[src/inc/bor_power_up_timer_pkg.sv]
// Constants of the brown-out reset and power-up timer block
//Contract
//Enabled brown-out and supply low longer than qualify time asserts reset.
//Brown-out reset holds while supply stays below threshold.
//Supply recovery starts the power-up timer when enabled; reset extended.
//Supply drop during timer re-enters brown-out and restarts timer later.
//Brown-out enable and power-up timer enable are independent.
//Detector output rearms power-on reset while supply is low.
//Brown-out status flag cleared on every brown-out and power-on reset.
//Firmware sets both flags after power-on; uses them to spot brown-out.
//Mode 01: software enable bit turns brown-out on or off.
//Other modes: software enable bit inert and reads zero.
//Trip level comes only from the threshold field, never software.
//Mode 10: brown-out off in Sleep, back on outside Sleep.
//Mode 11: brown-out always on.
//Mode 00: brown-out always off.
//Enable requests the reference; detection waits until it settles.
//Disabled before reference settles: no brown-out registered.
//Software can read a reference-stable status bit.
//Power-up timer is 11 bits of 32 us slow ticks, 2048 ticks.
//Core held in reset while the power-up timer counts.
//Timer disable bit low enables timer, high bypasses it.
//Power-on flag cleared only by power-on reset, set only by software.
//Below-threshold input qualified by a configurable cycle count.
package bor_power_up_timer_pkg;
    localparam int CLK_PERIOD_NS = 5;
    localparam int LF_TICK_NS = 32000;
    localparam int LF_TICK_CYCLES = LF_TICK_NS / CLK_PERIOD_NS;
    localparam int TIMER_BITS = 11;
    localparam int QUALIFY_CYCLES = 16;

    // Register word byte addresses
    localparam logic [3:0] RESET_CONTROL_STATUS_ADDR = 4'h0;
    localparam logic [3:0] VOLTAGE_REFERENCE_CONTROL_ADDR = 4'h4;
    localparam logic [3:0] RESET_STATE_ADDR = 4'h8;

    // Field positions
    localparam int SW_ENABLE_BIT = 6;
    localparam int POWER_ON_N_BIT = 1;
    localparam int BROWNOUT_N_BIT = 0;
    localparam int REF_STABLE_BIT = 7;

    localparam logic [1:0] MODE_OFF = 2'h0;
    localparam logic [1:0] MODE_SOFTWARE = 2'h1;
    localparam logic [1:0] MODE_NO_SLEEP = 2'h2;
    localparam logic [1:0] MODE_ALWAYS = 2'h3;

    typedef enum logic [1:0] {
        ST_POWER_ON,
        ST_BROWNOUT,
        ST_TIMER,
        ST_RUN
    } seq_state_type;
endpackage

[src/verilog/brownout_reset_power_up_timer.sv]
// Brown-out reset controller with power-up timer and Avalon-MM registers
`timescale 1ns/10ps
`default_nettype none
module brownout_reset_power_up_timer
    import bor_power_up_timer_pkg::*;
#(
    parameter int LF_TICK_CYCLES_P = LF_TICK_CYCLES,
    parameter int QUALIFY_CYCLES_P = QUALIFY_CYCLES
) (
    // Clock and power-on reset
    input wire logic sys_clk,
    input wire logic rst,
    // Configuration word
    input wire logic [1:0] brownout_mode_select,
    input wire logic [1:0] brownout_threshold_select,
    input wire logic power_up_timer_disable_n,
    // Analog and operating mode
    input wire logic supply_below,
    input wire logic sleep_mode,
    input wire logic reference_settled,
    // Reset and reference outputs
    output logic core_reset_q,
    output logic brownout_reset_q,
    output logic por_rearm_q,
    output logic reference_enable_q,
    output logic [1:0] trip_level_q,
    // Avalon-MM slave
    input wire logic [3:0] address,
    input wire logic read,
    input wire logic write,
    input wire logic [31:0] writedata,
    output logic [31:0] readdata,
    output logic waitrequest
);
    seq_state_type state_q, state_d;
    logic sw_enable_q;
    logic power_on_n_q;
    logic brownout_n_q;
    logic ref_stable_q;
    logic [15:0] qual_q;
    logic [15:0] tick_cnt_q;
    logic [TIMER_BITS-1:0] timer_q;
    logic bor_enabled;
    logic bor_active;
    logic qualified;
    logic tick;
    logic timer_done;
    logic timer_start;
    logic access;
    logic wr_rcs;
    logic [31:0] rd_mux;

    // mode decode
    function automatic logic mode_enable(input logic [1:0] mode,
                                         input logic sw, input logic slp);
        unique case (mode)
            MODE_OFF: mode_enable = 1'b0;
            MODE_SOFTWARE: mode_enable = sw;
            MODE_NO_SLEEP: mode_enable = ~slp;
            MODE_ALWAYS: mode_enable = 1'b1;
        endcase
    endfunction

    // bit is inert outside mode 01
    wire logic sw_effective = sw_enable_q &
        (brownout_mode_select == MODE_SOFTWARE);
    assign bor_enabled = mode_enable(brownout_mode_select, sw_effective,
                                     sleep_mode);
    // detection only once reference settled
    assign bor_active = bor_enabled & reference_settled;
    // qualify count
    assign qualified = bor_active & supply_below &
        (qual_q == 16'(QUALIFY_CYCLES_P - 1));
    assign tick = (tick_cnt_q == 16'(LF_TICK_CYCLES_P - 1));
    // R18 2048 ticks of the 11-bit counter
    assign timer_done = tick & (&timer_q);
    // low bit enables the timer; R5 independent of brown-out
    assign timer_start = ~power_up_timer_disable_n;

    always_comb begin
        state_d = state_q;
        unique case (state_q)
            ST_POWER_ON: begin
                state_d = timer_start ? ST_TIMER : ST_RUN;
            end
            ST_BROWNOUT: begin
                // leave once supply recovers or detection is no longer active
                if (!(bor_active && supply_below)) begin
                    state_d = timer_start ? ST_TIMER : ST_RUN;
                end
            end
            ST_TIMER: begin
                if (timer_done) begin
                    state_d = ST_RUN;
                end
            end
            ST_RUN: ;
        endcase
        // qualified drop wins from any state except ST_POWER_ON
        if (qualified && state_q != ST_POWER_ON) begin
            state_d = ST_BROWNOUT;
        end
    end

    always_ff @(posedge sys_clk or posedge rst) begin
        if (rst) begin
            state_q <= ST_POWER_ON;
        end else begin
            state_q <= state_d;
        end
    end

    // consecutive low cycles
    always_ff @(posedge sys_clk or posedge rst) begin
        if (rst) begin
            qual_q <= 16'h0000;
        end else if (!(bor_active && supply_below) || qualified) begin
            qual_q <= 16'h0000;
        end else begin
            qual_q <= qual_q + 16'h0001;
        end
    end

    // Slow tick divider, restarted so every delay is a full count
    always_ff @(posedge sys_clk or posedge rst) begin
        if (rst) begin
            tick_cnt_q <= 16'h0000;
        end else if (state_q != ST_TIMER || tick) begin
            tick_cnt_q <= 16'h0000;
        end else begin
            tick_cnt_q <= tick_cnt_q + 16'h0001;
        end
    end

    // timer reinitialised outside counting
    always_ff @(posedge sys_clk or posedge rst) begin
        if (rst) begin
            timer_q <= '0;
        end else if (state_q != ST_TIMER) begin
            timer_q <= '0;
        end else if (tick) begin
            timer_q <= timer_q + 1'b1;
        end
    end

    // core held through brown-out and timer
    always_ff @(posedge sys_clk or posedge rst) begin
        if (rst) begin
            core_reset_q <= 1'b1;
            brownout_reset_q <= 1'b0;
            por_rearm_q <= 1'b0;
            reference_enable_q <= 1'b0;
            trip_level_q <= 2'h0;
            ref_stable_q <= 1'b0;
        end else begin
            core_reset_q <= state_d != ST_RUN;
            brownout_reset_q <= state_d == ST_BROWNOUT;
            // rearm while detector sees low supply
            por_rearm_q <= bor_active & supply_below;
            // request the reference while enabled
            reference_enable_q <= bor_enabled;
            // level only from configuration
            trip_level_q <= brownout_threshold_select;
            // stable flag for software
            ref_stable_q <= reference_settled;
        end
    end

    // Bus: one wait cycle, then the access completes
    assign access = (read | write) & waitrequest;
    assign wr_rcs = write & ~waitrequest &
        (address == RESET_CONTROL_STATUS_ADDR);

    always_comb begin
        rd_mux = 32'h0000_0000;
        unique case (address)
            RESET_CONTROL_STATUS_ADDR: begin
                rd_mux[SW_ENABLE_BIT] = sw_effective;
                rd_mux[POWER_ON_N_BIT] = power_on_n_q;
                rd_mux[BROWNOUT_N_BIT] = brownout_n_q;
            end
            VOLTAGE_REFERENCE_CONTROL_ADDR: begin
                rd_mux[REF_STABLE_BIT] = ref_stable_q;
            end
            RESET_STATE_ADDR: begin
                rd_mux[1:0] = state_q;
                rd_mux[2] = core_reset_q;
            end
            default: rd_mux = 32'h0000_0000;
        endcase
    end

    always_ff @(posedge sys_clk or posedge rst) begin
        if (rst) begin
            waitrequest <= 1'b1;
            readdata <= 32'h0000_0000;
        end else begin
            waitrequest <= ~access;
            if (access && read) begin
                readdata <= rd_mux;
            end
        end
    end

    // Status flags: hardware clear beats a software set
    always_ff @(posedge sys_clk or posedge rst) begin
        if (rst) begin
            // power-on clears both flags
            power_on_n_q <= 1'b0;
            brownout_n_q <= 1'b0;
            sw_enable_q <= 1'b0;
        end else begin
            if (state_q == ST_POWER_ON) begin
                sw_enable_q <= brownout_mode_select == MODE_SOFTWARE;
            end else if (wr_rcs) begin
                sw_enable_q <= writedata[SW_ENABLE_BIT];
            end
            // software may only set it
            if (wr_rcs && writedata[POWER_ON_N_BIT]) begin
                power_on_n_q <= 1'b1;
            end
            // brown-out event clears the flag
            if (qualified) begin
                brownout_n_q <= 1'b0;
            end else if (wr_rcs) begin
                brownout_n_q <= writedata[BROWNOUT_N_BIT];
            end
        end
    end
endmodule
`default_nettype wire

[config.mk]
export PLATFORM = sky130hd
export DESIGN_NAME = brownout_reset_power_up_timer
export DESIGN_NICKNAME = d
export VERILOG_FILES = /design/src/inc/bor_power_up_timer_pkg.sv /design/src/verilog/brownout_reset_power_up_timer.sv
export SDC_FILE = /design/constraint.sdc
export NUM_CORES = 1
export LEC_CHECK = 0
export ABC_CLOCK_PERIOD_IN_PS = 4850
export BUFFER_PORTS_ARGS = -buffer_cell sky130_fd_sc_hd__buf_2
export CAP_MARGIN = 20
export CORE_ASPECT_RATIO = 1.2
export CORE_MARGIN = 1.5
export CORE_UTILIZATION = 56
export DETAILED_ROUTE_END_ITERATION = 8
export GPL_ROUTABILITY_DRIVEN = 0
export MAX_ROUTING_LAYER = met4
export PLACE_DENSITY = 0.94
export SLEW_MARGIN = 10
export SYNTH_ARGS = -nofsm -noshare
export SYNTH_HDL_FRONTEND = slang
export SYNTH_SLANG_ARGS = --single-unit
[constraint.sdc]
create_clock -name sys_clk -period 4.85 [get_ports sys_clk]
set_clock_uncertainty 0.15 [all_clocks]
set_input_delay 0.97 -clock sys_clk [delete_from_list [all_inputs] [get_ports sys_clk]]
set_output_delay 0.97 -clock sys_clk [all_outputs]
set_load 0.01 [all_outputs]
### Word level (Yosys, flattened, before mapping)

Cells that the tools add are included.

| word-level totals | value |
|---|---|
| bits in latches | 0 |
| memory bits (writable) | 0 |
| memory bits (read-only) | 0 |
| input port bits | 48 |
| register bits after elaboration | 61 |
| logic and storage cells | 75 |
| memories kept | 0 |

| operators by class | value |
|---|---|
| muxes and demuxes | 18 |
| add/sub/neg operators | 3 |
| $lt $le $gt $ge | 0 |
| bitwise gates (word level) | 12 |
| reductions and logical operators | 15 |
| div/mod/pow operators | 0 |
| shift operators | 0 |
| $mul | 0 |
| eq/ne operators | 12 |

Operators with widths:

| operator | number |
|---|---|
| adder 16 x 1 -> 16 bit (second input constant) | 2 |
| 2-to-1 mux 16 bit | 2 |
| 2-to-1 mux 11 bit | 2 |
| == test 16 x 13 -> 1 bit (second input constant) | 1 |
| == test 16 x 4 -> 1 bit (second input constant) | 1 |
| adder 11 x 1 -> 11 bit (second input constant) | 1 |
| AND reduction 11 bit | 1 |
| bitwise AND 1 bit | 8 |
| 2-to-1 mux 1 bit | 8 |
| nonzero test 2 bit | 4 |
| == test 2 x 1 -> 1 bit (second input constant) | 3 |
| == test 2 bit (second input constant) | 3 |
| 2-to-1 mux 2 bit | 3 |
| case mux 2 bit (3 select lines) | 1 |
| == test 4 x 3 -> 1 bit (second input constant) | 1 |
| == test 4 bit (second input constant) | 1 |
| logical AND 1 bit | 4 |
| logical NOT 2 bit | 2 |
| logical NOT 4 bit | 1 |
| != test 2 bit (second input constant) | 2 |
| case mux 1 bit (4 select lines) | 1 |
| case mux 2 bit (2 select lines) | 1 |
| NOT 1 bit | 3 |
| logical OR 1 bit | 2 |
| other kinds (2) | 2 |

### Logic depth before layout (Yosys ltp)

Gate-level depths: netlist of the first run.

| logic depth | value |
|---|---|
| depth after elaboration | 9 |
| mapped depth | 8 |
| gate-level depth less buffers | 5 |

### Worst setup path before layout of the first run

No wires, ideal clock.

| timing | value |
|---|---|
| kind | in2reg |
| start point | in address[1] |
| end point | reg sw_enable_q |
| stages | 4 |
| buffers on the path | 0 |
| arrival | 2,229 ps |
| data required time | 4,577 ps |
| path slack | 2,348 ps |
| cell sequence | or3_1 > nor4b_1 > mux2i_1 > a21oi_1 |

| between the ends | value |
|---|---|
| word-level cells in the longest chain between the ends | 3 |

RTL lines:

| what | RTL line | RTL |
|---|---|---|
| start: declaration | brownout_reset_power_up_timer.sv:28 | `input wire logic [3:0] address,` |
| logical NOT 4 bit | brownout_reset_power_up_timer.sv:172 | `(address == RESET_CONTROL_STATUS_ADDR);` |
| bitwise AND 1 bit | brownout_reset_power_up_timer.sv:171 | `assign wr_rcs = write & ~waitrequest &` |
| nonzero test 2 bit (no source line) | n/a |  |
| end signal: assignment | brownout_reset_power_up_timer.sv:216 | `sw_enable_q <= writedata[SW_ENABLE_BIT];` |
| end: declaration | brownout_reset_power_up_timer.sv:36 | `logic sw_enable_q;` |

Every way passes these cells.
A chain may end at the register's enable or synchronous reset.

### Worst setup path in the final report of the first run

| timing | value |
|---|---|
| start point | reg tick_cnt_q[13] |
| end point | reg timer_q[5] |

| between the ends | value |
|---|---|
| word-level cells in the longest chain between the ends | 2 |

RTL lines:

| what | RTL line | RTL |
|---|---|---|
| start: declaration | brownout_reset_power_up_timer.sv:41 | `logic [15:0] tick_cnt_q;` |
| start signal: assignment | brownout_reset_power_up_timer.sv:131 | `tick_cnt_q <= tick_cnt_q + 16'h0001;` |
| == test 16 x 13 -> 1 bit | brownout_reset_power_up_timer.sv:74 | `assign tick = (tick_cnt_q == 16'(LF_TICK_CYCLES_P - 1));` |
| nonzero test 2 bit (no source line) | n/a |  |
| end signal: assignment | brownout_reset_power_up_timer.sv:142 | `timer_q <= timer_q + 1'b1;` |
| end: declaration | brownout_reset_power_up_timer.sv:42 | `logic [TIMER_BITS-1:0] timer_q;` |

Every way passes these cells.

==> Flow_metrics.wiki, run 1 <==
{| class="wikitable"
! Metric !! Value
|-
| Class of the most critical setup path || register to register
|-
| Aggregate global routing overflow || 0
|-
| Internal power consumption || 788 µW
|-
| Worst min-delay path category || register to register
|-
| Share of Yosys cell area claimed by the top area cell type || 49.0%
|-
| IO Port Bufs || 30
|-
| Cts hold-fix bufs || 0
|-
| Sum of negative setup slack || 0 ns
|-
| Filler cell count in the final layout || 433
|-
| Sinks on Clock Net || 61
|-
| Antenna-violating nets left || 0
|-
| Gate power share || 5.1%
|-
| TritonCTS clock tree || yes
|-
| Simple logic cell fraction of the synthesized area || 23.0%
|-
| Number of standard-cell rows in the floorplan || 29
|-
| Non-Filler Instances || 410
|-
| Sequential fraction of the synthesis area || 50.8%
|-
| Die extent in x || 69.9 µm
|-
| Run status || complete, no violations
|-
| Critical Path AT || 2.92 ns
|-
| Psw || 245 µW
|-
| Total routing resource utilization after global routing || 21.7%
|-
| Mapped Cells || 309
|-
| Post-synthesis async set-or-reset flop share || 100%
|-
| Cell Area, Synth || 0.00301 mm²
|-
| Max_cap viols || 0
|-
| Via-to-Cell Ratio || 5.56
|-
| CTS Root Cell || sky130_fd_sc_hd__clkbuf_8
|-
| Number of post-CTS setup repair buffers || 0
|-
| Part of the total power dissipated in sequential elements || 51.0%
|-
| Share of power burned in the clock network || 43.9%
|-
| Static leakage || 0.00141 µW
|-
| Worst-case clock buffer depth || 2
|-
| Area of the die || 0.00583 mm²
|-
| Area Growth Syn to Fin || 10.1%
|-
| Die Y-Extent || 83.3 µm
|-
| Switching power share of the total || 23.7%
|-
| YS warnings || 0
|-
| Post-DP HPWL || 4020 µm
|-
| Dominant combinational cell family by area after synthesis || simple AND/OR/NAND/NOR gates
|-
| Number of setup violations in the final report || 0
|-
| Detailed-route wire length per cell || 13.9 µm
|-
| Via count of the first global-routing pass || 2240
|-
| Flops & latches, synth || 61
|-
| Type of element capturing the critical path || register
|-
| Leading cell type in the layout, fill and taps excluded || sky130_fd_sc_hd__dfrtp_1
|-
| Largest net degree at the start of global routing || 44
|-
| Final hold viol count || 0
|-
| Share of the synthesized area in compound gates (AO/OA/AOI/OAI) || 6.02%
|-
| Total wire length || 5690 µm
|-
| Multiplexer share of the synthesized area || 1.33%
|-
| Post-route fraction of the period consumed by the critical path || 58.0%
|-
| Count of flip-flops with a built-in enable after synthesis || 0
|-
| First-pass detailed-route iteration total || 5
|-
| Dpl cells || 394
|-
| Leading cell types in the layout, fill and taps excluded || 59 x sky130_fd_sc_hd__dfrtp_1, 41 x sky130_fd_sc_hd__nor2_1, 30 x sky130_fd_sc_hd__buf_2, 27 x sky130_fd_sc_hd__conb_1, 26 x sky130_fd_sc_hd__xnor2_1
|-
| Slew at the pin with the worst max-slew slack || 0.870 ns
|-
| Number of gates resized after CTS || 0
|-
| Via count of the routed design || 2279
|-
| Number of inserted diodes || 0
|-
| Top cell type by total area after synthesis || sky130_fd_sc_hd__dfrtp_1
|-
| Synth Flop Type || sky130_fd_sc_hd__dfrtp_1
|-
| Clock input transition at the sequential cells of the worst setup and hold paths || 0.07 ns
|-
| CP Launch Type || register
|-
| Crit Path Max Fanout || 18
|-
| Starting Density || 57.6%
|-
| Max Fclk || 0.356 GHz
|-
| Power density over the cells || 312 mW/mm²
|-
| Share of cells above drive strength 1 || 14.9%
|-
| Mean post-synth cell area || 9.75 µm²
|-
| IR drop worst, VDD || 344 µV
|-
| RSZ-0062 raised after global routing || false
|-
| DRC violation count after routing || 0
|-
| Top post-synthesis cells by area || sky130_fd_sc_hd__dfrtp_1 49%, sky130_fd_sc_hd__xnor2_1 7.6%, sky130_fd_sc_hd__buf_4 6.7%, sky130_fd_sc_hd__nor2_1 5.1%, sky130_fd_sc_hd__nand2_1 3.0%
|-
| Max-slew violations || 0
|-
| Xor and xnor area share after synthesis || 8.72%
|-
| Area of the placeable core || 0.00523 mm²
|-
| Worst slew slack as a fraction of its limit || 41.2%
|-
| Total CTS buffers || 9
|-
| Number of top-level pins || 87
|-
| Minimum clock period after layout || 2.81 ns
|-
| Clock H-tree levels || 3
|-
| Adder and majority cell fraction of the synthesized area || 1.25%
|-
| Wire length of the first global-routing pass || 9720 µm
|-
| Number of antenna violations at the first check in global routing || 0
|-
| Fin nets || 394
|-
| Number of DRC markers in iteration 0 || 117
|-
| Number of distinct standard cells referenced by the synthesized netlist || 36
|-
| Endpoint required time on the critical path || 4.96 ns
|-
| Worst-Skew Late Latency || 0.35 ns
|}
[through the flow]
step           cell area (µm²)  setup slack (ns)  util (%)  total power, µW  hold WS (ns)
6_report                  3310              2.04      63.4             1030         0.323
3_5_place_dp              3110              2.06      59.6              589         0.306
2_1_floorplan             3110              2.22         -              585         0.277
3_3_place_gp              3110              2.09      59.6              586         0.288
5_1_grt                   3310              1.96      63.4             1070         0.345
4_1_cts                   3310              2.03      63.4             1040         0.322
[worst max-delay path, cell delays in order, from the launching register on]
cell and delay (ns):
sky130_fd_sc_hd__dfrtp_1 0.42, sky130_fd_sc_hd__or4b_1 0.57, sky130_fd_sc_hd__or4_1 0.81, sky130_fd_sc_hd__or4_1 0.59
sky130_fd_sc_hd__a21oi_1 0.17
[layer usage]
metal,share of wire [%],track usage (%)
met1,41,24.3
met2,52,35.3
met3,4.4,5.46
met4,2.8,12.2
met5,0,-
[synthesized netlist by cell type, types with 6 or more instances]
cell type                  n
sky130_fd_sc_hd__or4_1     6
sky130_fd_sc_hd__o21ai_0   9
sky130_fd_sc_hd__a21oi_1  10
sky130_fd_sc_hd__xnor2_1  26
sky130_fd_sc_hd__nand4_1  10
sky130_fd_sc_hd__nand3_1  15
sky130_fd_sc_hd__inv_1     9
sky130_fd_sc_hd__nor4_1   12
sky130_fd_sc_hd__buf_4    27
sky130_fd_sc_hd__nor2_1   41
sky130_fd_sc_hd__nor3_1    8
sky130_fd_sc_hd__nand2_1  24
sky130_fd_sc_hd__dfrtp_1  59
[cell type report]
cell class / count / area [µm²] / area share (%)
Multi-Input combinational cell: 231 / 1320 / 39.7
Clock buffer: 11 / 141 / 4.27
Timing Repair Buffer: 31 / 158 / 4.76
Clock inverter: 5 / 60.1 / 1.81
Sequential cell: 61 / 1530 / 46.1
Inverter: 9 / 33.8 / 1.02
Tap cell: 62 / 77.6 / 2.34
[cell families (layout without fill, tap and decap cells)]
| kind of cell | count (synthesis) | in the layout |
|---|---|---|
| buffers and inverters | 43 | 56 |
| adders and majority gates | 3 | 3 |
| and+or+nand+nor | 137 | 137 |
| muxes | 4 | 4 |
| DFF | 61 | 61 |
| AOI/OAI and AO/OA | 30 | 30 |
| xor gates and xnor gates | 30 | 30 |
| other | 1 | 27 |
[path summary, 6_finish.rpt]
kind                                          startpoint                    endpoint  slack (ns)  depth (start not counted)
worst min-delay path             readdata[0]$_DFFE_PP0P_     readdata[0]$_DFFE_PP0P_        0.32                          2
worst max-delay path            tick_cnt_q[13]$_DFF_PP0_      timer_q[5]$_DFFE_PP0N_        2.04                          4
worst max register to register  tick_cnt_q[13]$_DFF_PP0_      timer_q[5]$_DFFE_PP0N_        2.04                          4
max in group asynchronous                            rst     tick_cnt_q[8]$_DFF_PP0_        3.22                          3
min in group asynchronous                            rst  brownout_reset_q$_DFF_PP0_        0.44                          2
worst min register to register   readdata[0]$_DFFE_PP0P_     readdata[0]$_DFFE_PP0P_        0.32                          2
[power groups by stage]
stage | registers (µW) | logic (µW) | clock network, µW
floorplan | 537 | 48.2 | 0
detailed placement | 536 | 53.1 | 0
CTS | 527 | 53.1 | 460
finish | 527 | 52.5 | 454
global placement | 535 | 51.0 | 0
global route | 527 | 59.6 | 485
[sequential cells by signal, summed over array words and instances, names as in the netlist]
name / count
qual_q: 16
tick_cnt_q: 16
timer_q: 11
readdata: 5
state_q: 2
trip_level_q: 2
brownout_n_q: 1
brownout_reset_q: 1
core_reset_q: 1
por_rearm_q: 1
power_on_n_q: 1
ref_stable_q: 1
reference_enable_q: 1
sw_enable_q: 1
waitrequest: 1
No activity file was read; power rests on OpenSTA's default activity.
==> inputs of run 2 (changes only) <==
ABC_CLOCK_PERIOD_IN_PS = 2570   (was 4850)
CORE_UTILIZATION = 47   (was 56)
PLACE_DENSITY = 0.85   (was 0.94)
clock period = 2.57 ns   (was 4.85 ns; I/O delays follow)
==> run 2 against run 1 <==
Effect of this change:
- cell area rose by 6.5%
- worst hold slack got worse by 0.25 ns
- global-route usage fell by 3.5 points
- largest cell class unchanged
- highest routed layer unchanged
==> Flow_metrics.wiki, run 2 (same netlist as run 1, synthesis figures left out) <==
{| class="wikitable"
! Metric !! Value
|-
| Sinks on Clock Net || 61
|-
| Placement-stage worst setup slack || -0.0300 ns
|-
| IR drop worst, VDD || 340 µV
|-
| Endpoint required time on the critical path || 2.68 ns
|-
| First-pass detailed-route iteration total || 4
|-
| Number of top-level pins || 87
|-
| Slew at the pin with the worst max-slew slack || 0.565 ns
|-
| Leading cell types in the layout, fill and taps excluded || 59 x sky130_fd_sc_hd__dfrtp_1, 41 x sky130_fd_sc_hd__nor2_1, 30 x sky130_fd_sc_hd__buf_2, 27 x sky130_fd_sc_hd__conb_1, 26 x sky130_fd_sc_hd__xnor2_1
|-
| Run status || complete, no violations
|-
| Final non-filler cell area || 0.00353 mm²
|-
| Wire length on met3 || 232 µm
|-
| Cell family with the largest share of critical-path delay || simple AND/OR/NAND/NOR gates
|-
| Cts hold-fix bufs || 0
|-
| Area Growth Syn to Fin || 17.2%
|-
| Max Fclk || 0.401 GHz
|-
| Number of DRC markers in iteration 0 || 200
|-
| Critical-path top delay cell || sky130_fd_sc_hd__or4_4
|-
| Met2 Wirelength || 2940 µm
|-
| TritonCTS clock tree || yes
|-
| Class of the most critical setup path || register to register
|-
| Via count of the first global-routing pass || 2222
|-
| Worst-Skew Late Latency || 0.34 ns
|-
| Share of cells above drive strength 1 || 19.4%
|-
| Total CTS buffers || 9
|-
| Worst slew slack as a fraction of its limit || 62.3%
|-
| Leading cell type in the layout, fill and taps excluded || sky130_fd_sc_hd__dfrtp_1
|-
| Sum of negative setup slack || 0 ns
|-
| Highest metal used || met4
|-
| Area of the die || 0.00690 mm²
|-
| Aggregate global routing overflow || 0
|-
| Fin nets || 412
|-
| Type of element capturing the critical path || register
|-
| Number of inserted diodes || 0
|-
| Static leakage || 0.00152 µW
|-
| Placement Cell Area || 0.00327 mm²
|-
| RSZ-0062 raised after global routing || false
|-
| Critical Path AT || 2.60 ns
|-
| Total routing resource utilization after global routing || 18.3%
|-
| Final hold viol count || 0
|-
| Worst Slack Setup Final || 0.0770 ns
|-
| Critical path buffer and inverter count || 0
|-
| IO Port Bufs || 30
|-
| Clock input transition at the sequential cells of the worst setup and hold paths || 0.07 ns
|-
| Via-to-Cell Ratio || 5.15
|-
| Detailed-route wire length per cell || 12.8 µm
|-
| Minimum clock period after layout || 2.49 ns
|-
| Worst-case clock buffer depth || 2
|-
| Clock H-tree levels || 3
|-
| Worst min-delay path category || input pin to async pin
|-
| Total wire length || 5750 µm
|-
| Largest net degree at the start of global routing || 27
|-
| Power density over the cells || 603 mW/mm²
|-
| Max_cap viols || 0
|-
| DRC violation count after routing || 0
|-
| Number of setup violations in the final report || 0
|-
| Number of standard-cell rows in the floorplan || 31
|-
| Total design power || 2130 µW
|-
| Cell-by-cell trace of the critical path || or4b_4 > or4_4 > or4_1 > a21oi_1
|-
| Die extent in x || 76.1 µm
|-
| Crit Path Max Fanout || 10
|-
| CTS Root Cell || sky130_fd_sc_hd__clkbuf_8
|-
| CP max stage delay || 0.62 ns
|-
| Via count of the routed design || 2307
|-
| Die Y-Extent || 90.7 µm
|-
| Area of the placeable core || 0.00613 mm²
|-
| Wire length of the first global-routing pass || 9690 µm
|-
| Starting Density || 49.1%
|-
| CP Launch Type || register
|-
| Antenna-violating nets left || 0
|-
| Max-slew violations || 0
|-
| Post-DP HPWL || 4000 µm
|-
| Registers with the highest flip-flop counts || qual_q x16, tick_cnt_q x16, timer_q x11
|-
| Post-route fraction of the period consumed by the critical path || 97.0%
|-
| Met1 routed wirelength after detailed routing || 2410 µm
|-
| Number of antenna violations at the first check in global routing || 0
|}
==> run 2: path summary, 6_finish.rpt <==
kind	startpoint	end	slack, ns	depth (start not counted)
setup / recovery	tick_cnt_q[8]$_DFF_PP0_	timer_q[5]$_DFFE_PP0N_	0.08	4
hold / removal	rst	trip_level_q[1]$_DFF_PP0_	0.07	2
setup reg to reg	tick_cnt_q[8]$_DFF_PP0_	timer_q[5]$_DFFE_PP0N_	0.08	4
hold reg to reg	power_on_n_q$_DFFE_PP0P_	power_on_n_q$_DFFE_PP0P_	0.31	1
max in group asynchronous	rst	waitrequest$_DFF_PP1_	1.59	3
min in group sys_clk	brownout_threshold_select[0]	trip_level_q[0]$_DFF_PP0_	0.13	1
==> run 2: per-layer routing <==
layer	global-route usage, %	vias to the layer above
met5	-	-
met4	10.0	0
met3	5.45	16
met2	29.5	62
met1	20.3	1113
li1	-	1116
==> run 2: timing repair <==
action / 4_1_cts / 5_1_grt
setup buffers: 0 / 2
pin swaps: 0 / 1
resized for setup: 1 / 0
setup endpoints to repair: 5 / 1
==> run 2: layout make-up <==
cell class,instances,area (µm²)
tap,82,103
timing repair buffer,49,305
clock buffer,10,128
sequential,61,1530
inverter,9,33.8
multi-input combinational,231,1320
fill,539,2600
clock inverter,6,111
==> run 2: report_power, final <==
group / internal [µW] / switching [µW]
clock: 644 / 388
combinational: 33.7 / 69.7
sequential: 982 / 11.7
==> run 2: through the flow <==
step	hold WS [ns]	std cells	util, %
after floorplan	0.277	335	-
after global placement	0.288	430	53.4
after detailed placement	0.293	430	53.4
after CTS	0.0814	446	57.3
after global routing	0.104	448	57.6
final	0.0695	448	57.6
